File: src/hw/dpsc_pkg.sv
// Purpose: constants for the serial command decoder of a 256-tap pot
// Assumes: 20 MHz system clock, serial clock far slower and sampled
// Notes: the device type value is a parameter of the top, kept neutral
`default_nettype none
package dpsc_pkg;
    localparam int DPSC_CLK_HZ = 20_000_000;
    localparam int DPSC_SETTLE_US = 5;
    localparam int DPSC_SETTLE_CYC = DPSC_SETTLE_US * (DPSC_CLK_HZ / 1_000_000);
    localparam int DPSC_WRITE_MS = 10;
    localparam int DPSC_WRITE_CYC = DPSC_WRITE_MS * (DPSC_CLK_HZ / 1000);
    localparam logic [3:0] DPSC_OP_RD_WIPER = 4'h9;
    localparam logic [3:0] DPSC_OP_WR_WIPER = 4'ha;
    localparam logic [3:0] DPSC_OP_RD_DATA = 4'hb;
    localparam logic [3:0] DPSC_OP_WR_DATA = 4'hc;
    localparam logic [3:0] DPSC_OP_XFR_TO_WIPER = 4'hd;
    localparam logic [3:0] DPSC_OP_XFR_TO_DATA = 4'he;
    localparam logic [3:0] DPSC_OP_STEP = 4'h2;
    localparam logic [3:0] DPSC_OP_STATUS = 4'h5;
    localparam logic [2:0] DPSC_BIT_LAST = 3'h7;
    localparam logic [7:0] DPSC_WIPER_MAX = 8'hff;
    localparam logic [7:0] DPSC_WIPER_MIN = 8'h00;
    localparam logic [7:0] DPSC_RESET_SETTING = 8'h80;
    localparam logic [1:0] DPSC_BANK_POT = 2'h0;
    localparam int DPSC_NUM_REGS = 16;
    typedef enum logic [2:0] {
        DPSC_S_IDLE, DPSC_S_ID, DPSC_S_INSTR, DPSC_S_DATA, DPSC_S_STEP,
        DPSC_S_DONE, DPSC_S_IGNORE
    } dpsc_state_type;
endpackage
`default_nettype wire

File: src/hw/dpsc_top.sv
// Purpose: serial command decoder of a single 256-tap digital pot
// Assumes: pins sampled by clk_i; serial clock well under clk_i / 8
// Notes: stored settings live in flops; the write cycle is timed only
`default_nettype none
module dpsc_top
    import dpsc_pkg::*;
#(
    parameter int WRITE_CYC = dpsc_pkg::DPSC_WRITE_CYC,
    parameter logic [3:0] DEVICE_TYPE = 4'h3 // arbitrary value
) (
    // clock and reset
    input wire logic clk_i,
    input wire logic nrst_i,
    // serial link
    input wire logic sck_i,
    input wire logic cs_n_i,
    input wire logic si_i,
    output logic so_o,
    output logic so_oe_o,
    // straps and protection
    input wire logic [1:0] pin_address_bits_i,
    input wire logic wp_n_i,
    // pot and status
    output logic [7:0] wiper_o,
    output logic write_in_progress_flag_o
);
    import dpsc_pkg::*;

    logic sck_rise, sck_fall;
    logic cs_s, cs_rise, cs_fall;
    logic si_s;
    logic [1:0] addr_m_q, addr_s_q;
    logic wp_m_q, wp_s_q;

    dpsc_sync #(.RST_VAL(1'b0)) u_sck (.clk_i(clk_i), .nrst_i(nrst_i),
        .pin_i(sck_i), .level_o(), .rise_o(sck_rise),
        .fall_o(sck_fall));
    // select idles high; a low reset value would fake a select edge
    dpsc_sync #(.RST_VAL(1'b1)) u_cs (.clk_i(clk_i), .nrst_i(nrst_i),
        .pin_i(cs_n_i), .level_o(cs_s), .rise_o(cs_rise),
        .fall_o(cs_fall));
    dpsc_sync #(.RST_VAL(1'b0)) u_si (.clk_i(clk_i), .nrst_i(nrst_i),
        .pin_i(si_i), .level_o(si_s), .rise_o(),
        .fall_o());

    always_ff @(posedge clk_i or negedge nrst_i) begin
        if (!nrst_i) begin
            addr_m_q <= 2'h0;
            addr_s_q <= 2'h0;
            wp_m_q <= 1'b0;
            wp_s_q <= 1'b0;
        end else begin
            addr_m_q <= pin_address_bits_i;
            addr_s_q <= addr_m_q;
            wp_m_q <= wp_n_i;
            wp_s_q <= wp_m_q;
        end
    end

    dpsc_state_type state_q;
    logic [2:0] bit_q;
    logic [7:0] shin_q;
    logic [7:0] shout_q;
    logic [3:0] op_q;
    logic [3:0] sel_q;
    logic [7:0] wdata_q;
    logic commit_q;
    logic [7:0] wiper_position_register_q;
    logic [7:0] stored_q [DPSC_NUM_REGS];
    logic [7:0] in_byte;
    logic byte_done;
    logic active;
    logic nv_busy, nv_done, nv_start;
    logic [3:0] nv_sel_q;
    logic [7:0] nv_data_q;
    logic wiper_load;

    assign active = !cs_s;
    assign in_byte = {shin_q[6:0], si_s};
    assign byte_done = sck_rise && (bit_q == DPSC_BIT_LAST);

    always_ff @(posedge clk_i or negedge nrst_i) begin
        if (!nrst_i) begin
            shin_q <= 8'h00;
            bit_q <= 3'h0;
        end else if (!active || cs_fall) begin
            bit_q <= 3'h0;
            shin_q <= 8'h00;
        end else if (sck_rise) begin
            shin_q <= in_byte;
            bit_q <= bit_q + 3'h1;
        end
    end

    // command sequencing
    always_ff @(posedge clk_i or negedge nrst_i) begin
        if (!nrst_i) begin
            state_q <= DPSC_S_IDLE;
            op_q <= 4'h0;
            sel_q <= 4'h0;
            wdata_q <= 8'h00;
            commit_q <= 1'b0;
        end else if (cs_fall) begin
            state_q <= DPSC_S_ID;
            commit_q <= 1'b0;
        end else if (!active) begin
            state_q <= DPSC_S_IDLE;
            commit_q <= 1'b0;
        end else if (byte_done) begin
            case (state_q)
                DPSC_S_ID: begin
                    if (in_byte[7:4] == DEVICE_TYPE &&
                            in_byte[1:0] == addr_s_q) begin
                        state_q <= DPSC_S_INSTR;
                    end else begin
                        state_q <= DPSC_S_IGNORE;
                    end
                end
                DPSC_S_INSTR: begin
                    op_q <= in_byte[7:4];
                    sel_q <= in_byte[3:0];
                    case (in_byte[7:4])
                        DPSC_OP_RD_WIPER, DPSC_OP_WR_WIPER, DPSC_OP_RD_DATA,
                        DPSC_OP_WR_DATA, DPSC_OP_STATUS:
                            state_q <= DPSC_S_DATA;
                        DPSC_OP_STEP: state_q <= DPSC_S_STEP;
                        DPSC_OP_XFR_TO_WIPER, DPSC_OP_XFR_TO_DATA: begin
                            state_q <= (in_byte[1:0] == DPSC_BANK_POT) ?
                                DPSC_S_DONE : DPSC_S_IGNORE;
                            commit_q <= (in_byte[1:0] == DPSC_BANK_POT);
                        end
                        default: state_q <= DPSC_S_IGNORE;
                    endcase
                end
                DPSC_S_DATA: begin
                    wdata_q <= in_byte;
                    commit_q <= 1'b1;
                    state_q <= DPSC_S_DONE;
                end
                DPSC_S_STEP: state_q <= DPSC_S_STEP;
                // a further whole byte after completion spoils the commit
                DPSC_S_DONE: begin
                    commit_q <= 1'b0;
                    state_q <= DPSC_S_IGNORE;
                end
                default: state_q <= DPSC_S_IGNORE;
            endcase
        end
    end

    always_ff @(posedge clk_i or negedge nrst_i) begin
        if (!nrst_i) begin
            shout_q <= 8'h00;
        end else if (state_q == DPSC_S_INSTR && byte_done) begin
            case (in_byte[7:4])
                DPSC_OP_RD_WIPER: shout_q <= wiper_position_register_q;
                DPSC_OP_RD_DATA: shout_q <= stored_q[in_byte[3:0]];
                DPSC_OP_STATUS: shout_q <= {7'h00, nv_busy};
                default: shout_q <= 8'h00;
            endcase
        end else if (state_q == DPSC_S_DATA && sck_fall && bit_q != 3'h0) begin
            shout_q <= {shout_q[6:0], 1'b0};
        end
    end

    // drive only while selected in a read
    always_ff @(posedge clk_i or negedge nrst_i) begin
        if (!nrst_i) begin
            so_oe_o <= 1'b0;
            so_o <= 1'b0;
        end else begin
            so_oe_o <= active && state_q == DPSC_S_DATA &&
                (op_q == DPSC_OP_RD_WIPER || op_q == DPSC_OP_RD_DATA ||
                 op_q == DPSC_OP_STATUS);
            so_o <= shout_q[7];
        end
    end

    logic commit_go;
    logic is_nv_op;
    assign is_nv_op = (op_q == DPSC_OP_WR_DATA) ||
        (op_q == DPSC_OP_XFR_TO_DATA);
    assign commit_go = cs_rise && commit_q;
    // protect and busy block stored writes
    assign nv_start = commit_go && is_nv_op && wp_s_q && !nv_busy;

    dpsc_timer #(.CYCLES(WRITE_CYC)) u_nv (.clk_i(clk_i), .nrst_i(nrst_i),
        .start_i(nv_start), .busy_o(nv_busy), .done_o(nv_done));

    assign write_in_progress_flag_o = nv_busy;

    always_ff @(posedge clk_i or negedge nrst_i) begin
        if (!nrst_i) begin
            nv_sel_q <= 4'h0;
            nv_data_q <= 8'h00;
        end else if (nv_start) begin
            nv_sel_q <= (op_q == DPSC_OP_XFR_TO_DATA) ?
                {sel_q[3:2], DPSC_BANK_POT} : sel_q;
            nv_data_q <= (op_q == DPSC_OP_XFR_TO_DATA) ?
                wiper_position_register_q : wdata_q;
        end
    end

    // storage commits at the end of the write window
    for (genvar g = 0; g < DPSC_NUM_REGS; g++) begin : g_reg
        always_ff @(posedge clk_i or negedge nrst_i) begin
            if (!nrst_i) begin
                stored_q[g] <= DPSC_RESET_SETTING;
            end else if (nv_done && nv_sel_q == 4'(g)) begin
                stored_q[g] <= nv_data_q;
            end
        end
    end

    // wiper from default register after reset
    logic boot_q;
    always_ff @(posedge clk_i or negedge nrst_i) begin
        if (!nrst_i) begin
            boot_q <= 1'b1;
        end else begin
            boot_q <= 1'b0;
        end
    end

    logic xfr_go;
    assign xfr_go = commit_go && op_q == DPSC_OP_XFR_TO_WIPER && !nv_busy;

    always_ff @(posedge clk_i or negedge nrst_i) begin
        if (!nrst_i) begin
            wiper_position_register_q <= DPSC_RESET_SETTING;
        end else if (boot_q) begin
            wiper_position_register_q <= stored_q[0];
        end else if (commit_go && op_q == DPSC_OP_WR_WIPER) begin
            wiper_position_register_q <= wdata_q;
        end else if (xfr_go) begin
            wiper_position_register_q <= stored_q[{sel_q[3:2], DPSC_BANK_POT}];
        end else if (state_q == DPSC_S_STEP && sck_rise) begin
            if (si_s && wiper_position_register_q != DPSC_WIPER_MAX) begin
                wiper_position_register_q <= wiper_position_register_q + 8'h01;
            end else if (!si_s &&
                    wiper_position_register_q != DPSC_WIPER_MIN) begin
                wiper_position_register_q <= wiper_position_register_q - 8'h01;
            end
        end
    end

    // output lags loads by the settle delay
    assign wiper_load = boot_q || (commit_go && op_q == DPSC_OP_WR_WIPER) ||
        xfr_go || (state_q == DPSC_S_STEP && sck_rise);
    logic settle_busy, settle_done;
    dpsc_timer #(.CYCLES(DPSC_SETTLE_CYC)) u_settle (.clk_i(clk_i),
        .nrst_i(nrst_i), .start_i(wiper_load), .busy_o(settle_busy),
        .done_o(settle_done));

    always_ff @(posedge clk_i or negedge nrst_i) begin
        if (!nrst_i) begin
            wiper_o <= DPSC_RESET_SETTING;
        end else if (settle_done) begin
            wiper_o <= wiper_position_register_q;
        end
    end
endmodule
`default_nettype wire

File: src/hw/dpsc_sync.sv
// Purpose: two-flop synchroniser with edge detection for the serial pins
// Assumes: pins are asynchronous to clk_i
// Notes: edges come from the second and third flops, never the first
`default_nettype none
module dpsc_sync #(
    parameter logic RST_VAL = 1'b0
) (
    // clock and reset
    input wire logic clk_i,
    input wire logic nrst_i,
    // pin and synchronised views
    input wire logic pin_i,
    output logic level_o,
    output logic rise_o,
    output logic fall_o
);
    logic meta_q;
    logic sync_q;
    logic last_q;

    // reset to the pin's idle level, else a false edge follows reset
    always_ff @(posedge clk_i or negedge nrst_i) begin
        if (!nrst_i) begin
            meta_q <= RST_VAL;
            sync_q <= RST_VAL;
            last_q <= RST_VAL;
        end else begin
            meta_q <= pin_i;
            sync_q <= meta_q;
            last_q <= sync_q;
        end
    end

    assign level_o = sync_q;
    assign rise_o = sync_q & ~last_q;
    assign fall_o = ~sync_q & last_q;
endmodule
`default_nettype wire

File: src/hw/dpsc_timer.sv
// Purpose: down counter that marks a busy window of a given length
// Assumes: start is a one-cycle pulse
// Notes: a new start while busy restarts the window
`default_nettype none
module dpsc_timer #(
    parameter int CYCLES = 100
) (
    // clock and reset
    input wire logic clk_i,
    input wire logic nrst_i,
    // control
    input wire logic start_i,
    output logic busy_o,
    output logic done_o
);
    localparam int W = $clog2(CYCLES + 1);
    localparam logic [W-1:0] LOAD = W'(CYCLES);
    logic [W-1:0] cnt_q;

    always_ff @(posedge clk_i or negedge nrst_i) begin
        if (!nrst_i) begin
            cnt_q <= '0;
        end else if (start_i) begin
            cnt_q <= LOAD;
        end else if (cnt_q != '0) begin
            cnt_q <= cnt_q - W'(1);
        end
    end

    assign busy_o = (cnt_q != '0);
    assign done_o = (cnt_q == W'(1)) && !start_i;
endmodule
`default_nettype wire

File: config.mk
export PLATFORM = sky130hd
export DESIGN_NAME = dpsc_top
export DESIGN_NICKNAME = d
export VERILOG_FILES = /design/src/hw/dpsc_pkg.sv /design/src/hw/dpsc_top.sv /design/src/hw/dpsc_sync.sv /design/src/hw/dpsc_timer.sv
export SDC_FILE = /design/constraint.sdc
export NUM_CORES = 1
export LEC_CHECK = 0
export BUFFER_PORTS_ARGS = -buffer_cell sky130_fd_sc_hd__buf_4
export CORE_MARGIN = 8
export CORE_UTILIZATION = 60
export DETAILED_ROUTE_END_ITERATION = 8
export PLACE_DENSITY = 0.81
export SETUP_SLACK_MARGIN = 0.4
export SLEW_MARGIN = 20
export SYNTH_ARGS = -nofsm -noshare
export SYNTH_HDL_FRONTEND = slang
export SYNTH_SLANG_ARGS = --single-unit
File: constraint.sdc
create_clock -name clk_i -period 3.2 [get_ports clk_i]
set_input_delay 0.32 -clock clk_i [delete_from_list [all_inputs] [get_ports clk_i]]
set_output_delay 0.32 -clock clk_i [all_outputs]
set_load 0.05 [all_outputs]
== After elaboration in Yosys (flattened, before gate mapping) ==
Cells that the tools add are included.
Storage, ports and cells
  bits in latches: 0
  output and inout port bits: 11
  bits in registers: 236
  word-level logic and storage cells: 209
  bits of input ports: 8
  memories kept: 0
  memory bits (read-only): 0
  memory bits (writable): 0
Cells by class
  eq/ne operators: 42
  shift-type cells: 0
  add/subtract/negate cells: 5
  reductions and logical operators: 67
  bitwise gates (word level): 11
  div/mod/pow operators: 0
  $lt $le $gt $ge: 2
  muxes and demuxes: 37
  $mul: 0
Operator list (count)
  $mux W8: 13
  $eq A4 B4 Y1 const B: 20
  $bmux W8 S4: 2
  $mux W18: 2
  $logic_and A1 B1 Y1: 35
  $mux W7: 4
  $eq A4 B3 Y1 const B: 6
  $pmux W8 S3: 1
  $eq A18 B1 Y1 const B: 1
  $mux W3: 6
  $reduce_bool A18 Y1: 1
  $sub A18 B1 Y18 const B: 1
  $eq A4 B2 Y1 const B: 4
  $pmux W3 S4: 1
  $ge A5 B5 Y1 const B: 2
  $not A4 Y5: 2
  $reduce_bool A5 Y1: 2
  $eq A3 B3 Y1 const B: 3
  $pmux W3 S3: 1
  $add A8 B1 Y8 const B: 1
  $ne A8 B8 Y1 const B: 1
  $reduce_and A4 Y1: 2
  $reduce_bool A2 Y1: 4
  $reduce_bool A8 Y1: 1
  25 further kinds: 48

== Longest topological paths before layout ==
  depth after elaboration: 9
  depth in mapped cells: 10
  mapped depth without buffers: 9

== Modules after synthesis ==
Synthesis repeated with hierarchy kept, for this count alone.
Unflattened totals
  cells, all modules: 898
  area, all modules: 11651.2 um^2
By module, submodules not included
  dpsc_top: sequential area each 5103.6 um^2, cells an instance 730, area each 9900.7 um^2, instances 1
  dpsc_timer at u_nv: sequential area each 450.4 um^2, cells an instance 111, area each 1034.7 um^2, instances 1
  dpsc_timer at u_settle: sequential area each 175.2 um^2, cells an instance 42, area each 441.7 um^2, instances 1
  dpsc_sync at u_sck ...: sequential area each 75.1 um^2, cells an instance 5, area each 90.1 um^2, instances 2
  dpsc_sync at u_cs: sequential area each 78.8 um^2, cells an instance 5, area each 93.8 um^2, instances 1

== Worst setup path before layout ==
OpenSTA, ideal clock, no wires.
  kind: reg2reg
  start point: reg wiper_position_register_q[7]
  end point: reg wiper_position_register_q[6]
  period minus slack after synthesis: 2.594 ns
  setup time: 0.124 ns
  required time: 3.076 ns
  arrival time: 2.470 ns
  path slack: 0.606 ns
  stages on the path, launching flop included: 10
  buffers on the path: 0
  cell sequence: dfstp_2 nand4_1 o21ai_0 ha_1 a211oi_1 o21bai_1 a21oi_1 xnor2_1 a21oi_1 o21bai_1
Between the ends
  cells in the longest elaborated chain, start to end: 7
  elaborated cells on any way between the ends: 11
  classes of those cells: eq/ne (1); mux (5); reduce/logical (5)
RTL lines
  start: declaration: line dpsc_top.sv:68  | logic [7:0] wiper_position_register_q;
  start signal: assignment: line dpsc_top.sv:232  | wiper_position_register_q <= stored_q[0];
  start signal: assignment: line dpsc_top.sv:234  | wiper_position_register_q <= wdata_q;
  start signal: assignment: line dpsc_top.sv:236  | wiper_position_register_q <= stored_q[{sel_q[3:2], DPSC_BANK_POT}];
  $ne A8 B8 Y1: line dpsc_top.sv:238  | if (si_s && wiper_position_register_q != DPSC_WIPER_MAX) begin
  $logic_and A1 B1 Y1: line dpsc_top.sv:238
  $mux W8: line dpsc_top.sv:238
  $mux W8: line dpsc_top.sv:237  | end else if (state_q == DPSC_S_STEP && sck_rise) begin
  $mux W8: line dpsc_top.sv:235  | end else if (xfr_go) begin
  $mux W8: line dpsc_top.sv:233  | end else if (commit_go && op_q == DPSC_OP_WR_WIPER) begin
  $mux W8: line dpsc_top.sv:231  | end else if (boot_q) begin
Several ways; a longest one is shown, not always the timed one. The select of a mux whose other input is x is not followed.
A chain may end at the register's enable or synchronous reset.

== Worst setup path after layout ==
  start point: reg u_nv.cnt_q[3]
  end point: reg stored_q[49] (netlist bit)
Between the ends
  cells in the longest elaborated chain, start to end: 6
  elaborated cells on any way between the ends: 7
  classes of those cells: eq/ne (1); reduce/logical (6)
RTL lines
  start: declaration: line dpsc_timer.sv:18  | logic [W-1:0] cnt_q;
  start signal: assignment: line dpsc_timer.sv:26  | cnt_q <= cnt_q - W'(1);
  $reduce_bool A18 Y1: line dpsc_timer.sv:30  | assign busy_o = (cnt_q != '0);
  $logic_not A1 Y1: line dpsc_top.sv:185  | assign nv_start = commit_go && is_nv_op && wp_s_q && !nv_busy;
  $logic_and A1 B1 Y1: line dpsc_top.sv:185
  $logic_not A1 Y1: line dpsc_timer.sv:31  | assign done_o = (cnt_q == W'(1)) && !start_i;
  $logic_and A1 B1 Y1 *: line dpsc_timer.sv:31
  $logic_and A1 B1 Y1 *: line dpsc_top.sv:209  | end else if (nv_done && nv_sel_q == 4'(g)) begin
  end signal: indexed assignment: line dpsc_top.sv:210  | stored_q[g] <= nv_data_q;
  end: declaration: line dpsc_top.sv:69  | logic [7:0] stored_q [DPSC_NUM_REGS];
Mark *: on every way between the ends. The rest lies on a longest branch, timed or not.

==> impl_metrics.py <==
metrics = {
    "run_status": {
        "status": "completed",
    },
    "sta": {
        "hold_viol": 0,
        "fin_crit_sh": 0.8485,
        "skew_ps": 24.12,
        "fmax_ghz": 0.3683,
        "slew_headroom": 0.3730,
        "setup_ws_ps": 484.9,
        "tns_ps": 0,
        "rsz0062_at_grt": "yes",
        "final.min_clock_period_ps": 2715,
        "tightest_slew_ps": 932.7,
        "finalMaxSlewViolations": 0,
        "finalSetupViolCount": 0,
    },
    "critical_path": {
        "timing.critical_path.mode_cell": "nand2_1",
        "rr_startpoint": "u_nv.cnt_q[3]",
        "r2r_setup_slack_ps": 480,
        "cp-endpoint": "stored_q[49]",
        "crit_type": "flip-flop to flip-flop",
        "critPathLaunch": "u_nv.cnt_q[3]",
        "critPathMaxFanout": 8,
        "rr_worst_depth": 6,
        "worstPathRequired_ps": 3610,
        "cp-end-kind": "flip-flop",
        "crit_path_top_delay_cell": "dfrtp_1",
        "start_kind": "flip-flop",
        "r2r-end": "stored_q[49]",
        "cp.arrival_ps": 3120,
        "worstPathCellList": "nor4_4, nand2_1, a311o_1, nor3b_1, nand2_1, mux2_2",
        "critPathMaxStageDelay_ps": 450,
    },
    "placed_design": {
        "place_inst": 1122,
        "dp_hpwl_um": 16810,
        "port_buffers": 18,
        "dpl_worst_slack_ps": 452.3,
        "gp_congestion": 0.8726,
    },
    "route": {
        "drt_first_pass_iters": 5,
        "routed_via_density": 6.460,
        "drc": 0,
        "wirelength_um": 25590,
        "vias": 7590,
        "final_antenna_net_count": 0,
        "drtIter0Drc": 620,
        "wl_per_cell_um": 21.78,
    },
    "grt": {
        "first_global_vias": 7841,
        "grt_first_pass_wirelength_um": 42320,
        "grt_usage": 0.2202,
        "gr-total-overflow": 0,
        "antenna_found_initial": 0,
        "grt_start_max_net_pins": 100,
    },
    "clock_network": {
        "cts_max_level": 1,
        "clock_latency_ps": 530,
        "cts_tree": "done",
        "path_clk_slew_ps": 60,
        "cts_setup_buffers": 0,
        "cts_max_path_buffers": 3,
        "clock-root-buffer": "clkbuf_16",
        "clock-sinks": 236,
        "cts_buffers": 25,
    },
    "yosys": {
        "synth_area_mm2": 0.01143,
        "ys.flop_type": "dfrtp_1",
        "async_flop_share": 1.000,
        "syn-mean-instance-area_um2": 12.77,
        "synthesis.nets": 919,
        "synth_area_leaders": "dfrtp_1, mux2_2, mux4_2",
        "yosys_warnings": 0,
        "yosysTopAreaCellShare": 0.4685,
        "ys_ff_latch": 236,
        "synth_top_area_cell": "dfrtp_1",
        "synth.distinct_cells": 63,
        "netlist_instances": 895,
        "synth-edff-count": 0,
        "ys_seq_area_frac": 0.5191,
    },
    "final_layout": {
        "most-common-layout-cells": "dfrtp_1, mux2_2, nand2_1",
        "final_common_cell": "dfrtp_1",
        "fin_util": 0.6813,
        "nFillCells": 1267,
        "nNetsFinal": 946,
        "syn_to_final_growth_pct": 11.50,
        "diodes": 0,
        "instances_no_fill": 1175,
        "drive_gt1_frac": 0.3369,
    },
    "floorplanning": {
        "die_h_um": 154.0,
        "dieArea_mm2": 0.02372,
        "die_x_um": 154.0,
        "coreArea_mm2": 0.01871,
        "rows": 50,
        "initial_core_util": 0.6110,
        "ios": 19,
    },
    "run": {
        "cap_violations": 0,
    },
    "pwr": {
        "p_leak_nw": 5.839,
        "ir_drop_uv": 422.1,
        "p_per_area_mw_per_mm2": 489.2,
    },
    "min_path": {
        "min-delay-start": "wp_m_q",
        "hp-class": "flip-flop to flip-flop",
    },
}
-- how the worst min path moves through the flow --
stage                              to  slack (ps)  cells past startpoint
after CTS                      wp_s_q         350                      0
final                          wp_s_q         350                      0
after global routing           wp_s_q         360                      0
after floorplan           addr_m_q[0]          20                      0
after global placement         wp_s_q         330                      0
after detailed placement  addr_s_q[0]         340                      0
-- sequential cells by signal, summed over array words and instances (netlist names), 7 cells and up --
register	count
nv_data_q	8
wiper_o	8
stored_q	128
shin_q	7
shout_q	8
u_nv.cnt_q	18
u_settle.cnt_q	7
wdata_q	8
wiper_position_register_q	8
-- logic make-up (layout without fill, tap and decap cells) --
group                      count (synthesis)  after routing  share of synthesized area
buffers and inverters                     71            117                    0.02485
and+or+nand+nor                          222            222                    0.09885
other                                      1              1                  0.0003281
muxes                                    218            218                     0.2628
DFF                                      236            236                     0.5191
AOI/OAI and AO/OA                        111            111                    0.06054
xor gates and xnor gates                  20             20                    0.01533
adders and majority gates                 16             16                    0.01817
-- synth_stat cells (8+ instances only) --
library cell and instances:
mux2_4 8, nor3_1 15, buf_2 8, dfrtp_1 214
nor2b_1 9, dfstp_2 22, o221ai_1 9, clkbuf_1 37
inv_1 21, nand2_1 77, nand2b_1 9, nand3_1 14
nor4_1 8, mux2i_1 17, nor2_1 42, a31oi_1 8
ha_1 15, xnor2_1 14, mux4_2 48, mux2_2 145
nand4_1 9, a21oi_1 31, o21ai_0 31
-- critical path: cells and delay by family, from the launching register on --
| family | cells | cell delay [ps] |
|---|---|---|
| AOI/OAI and AO/OA | 1 | 400 |
| DFF | 1 | 450 |
| muxes | 1 | 410 |
| and+or+nand+nor | 4 | 1350 |
-- report_power, final --
part	internal [mW]	leakage [nW]	switching, mW
clock	1.61	0.378	1.15
sequential	3.03	3.16	0.0650
combinational	0.157	2.30	0.227
total	4.79	5.84	1.44
-- area by class of cell --
class                   instances  area, µm²  area share
repair buffers                 50      425.4     0.03338
flip-flops and latches        236       5936      0.4657
well taps                     234      292.8     0.02297
clock inverters                 7      70.07    0.005498
multi-input cells             588       5234      0.4107
inverters                      21      78.83    0.006185
clock buffers                  39      708.2     0.05557
-- timing repair --
action	4_1_cts	5_1_grt
hold buffers	7	0
hold endpoints to repair	99	0
gates resized for setup	0	4
setup endpoints to repair	0	27
-- layer usage --
layer | vias up | global-route usage | routed length, µm
li1 | 3357 | - | -
met1 | 3907 | 0.2919 | 10920
met2 | 265 | 0.3623 | 12430
met3 | 61 | 0.04652 | 1686
met4 | 0 | 0.06066 | 553
met5 | - | 0 | 0
-- metrics by stage --
| step | hold slack (ps) | total power [mW] | cell area [µm²] |
|---|---|---|---|
| 6_report | 349.4 | 6.234 | 12740 |
| 5_1_grt | 355.4 | 6.451 | 12740 |
| 4_1_cts | 352.4 | 6.274 | 12730 |
| 3_5_place_dp | 338.0 | 3.516 | 11880 |
| 3_3_place_gp | 332.5 | 3.504 | 11880 |
| 2_1_floorplan | 24.41 | 3.356 | 11430 |
No activity file was read; power rests on OpenSTA's default activity.
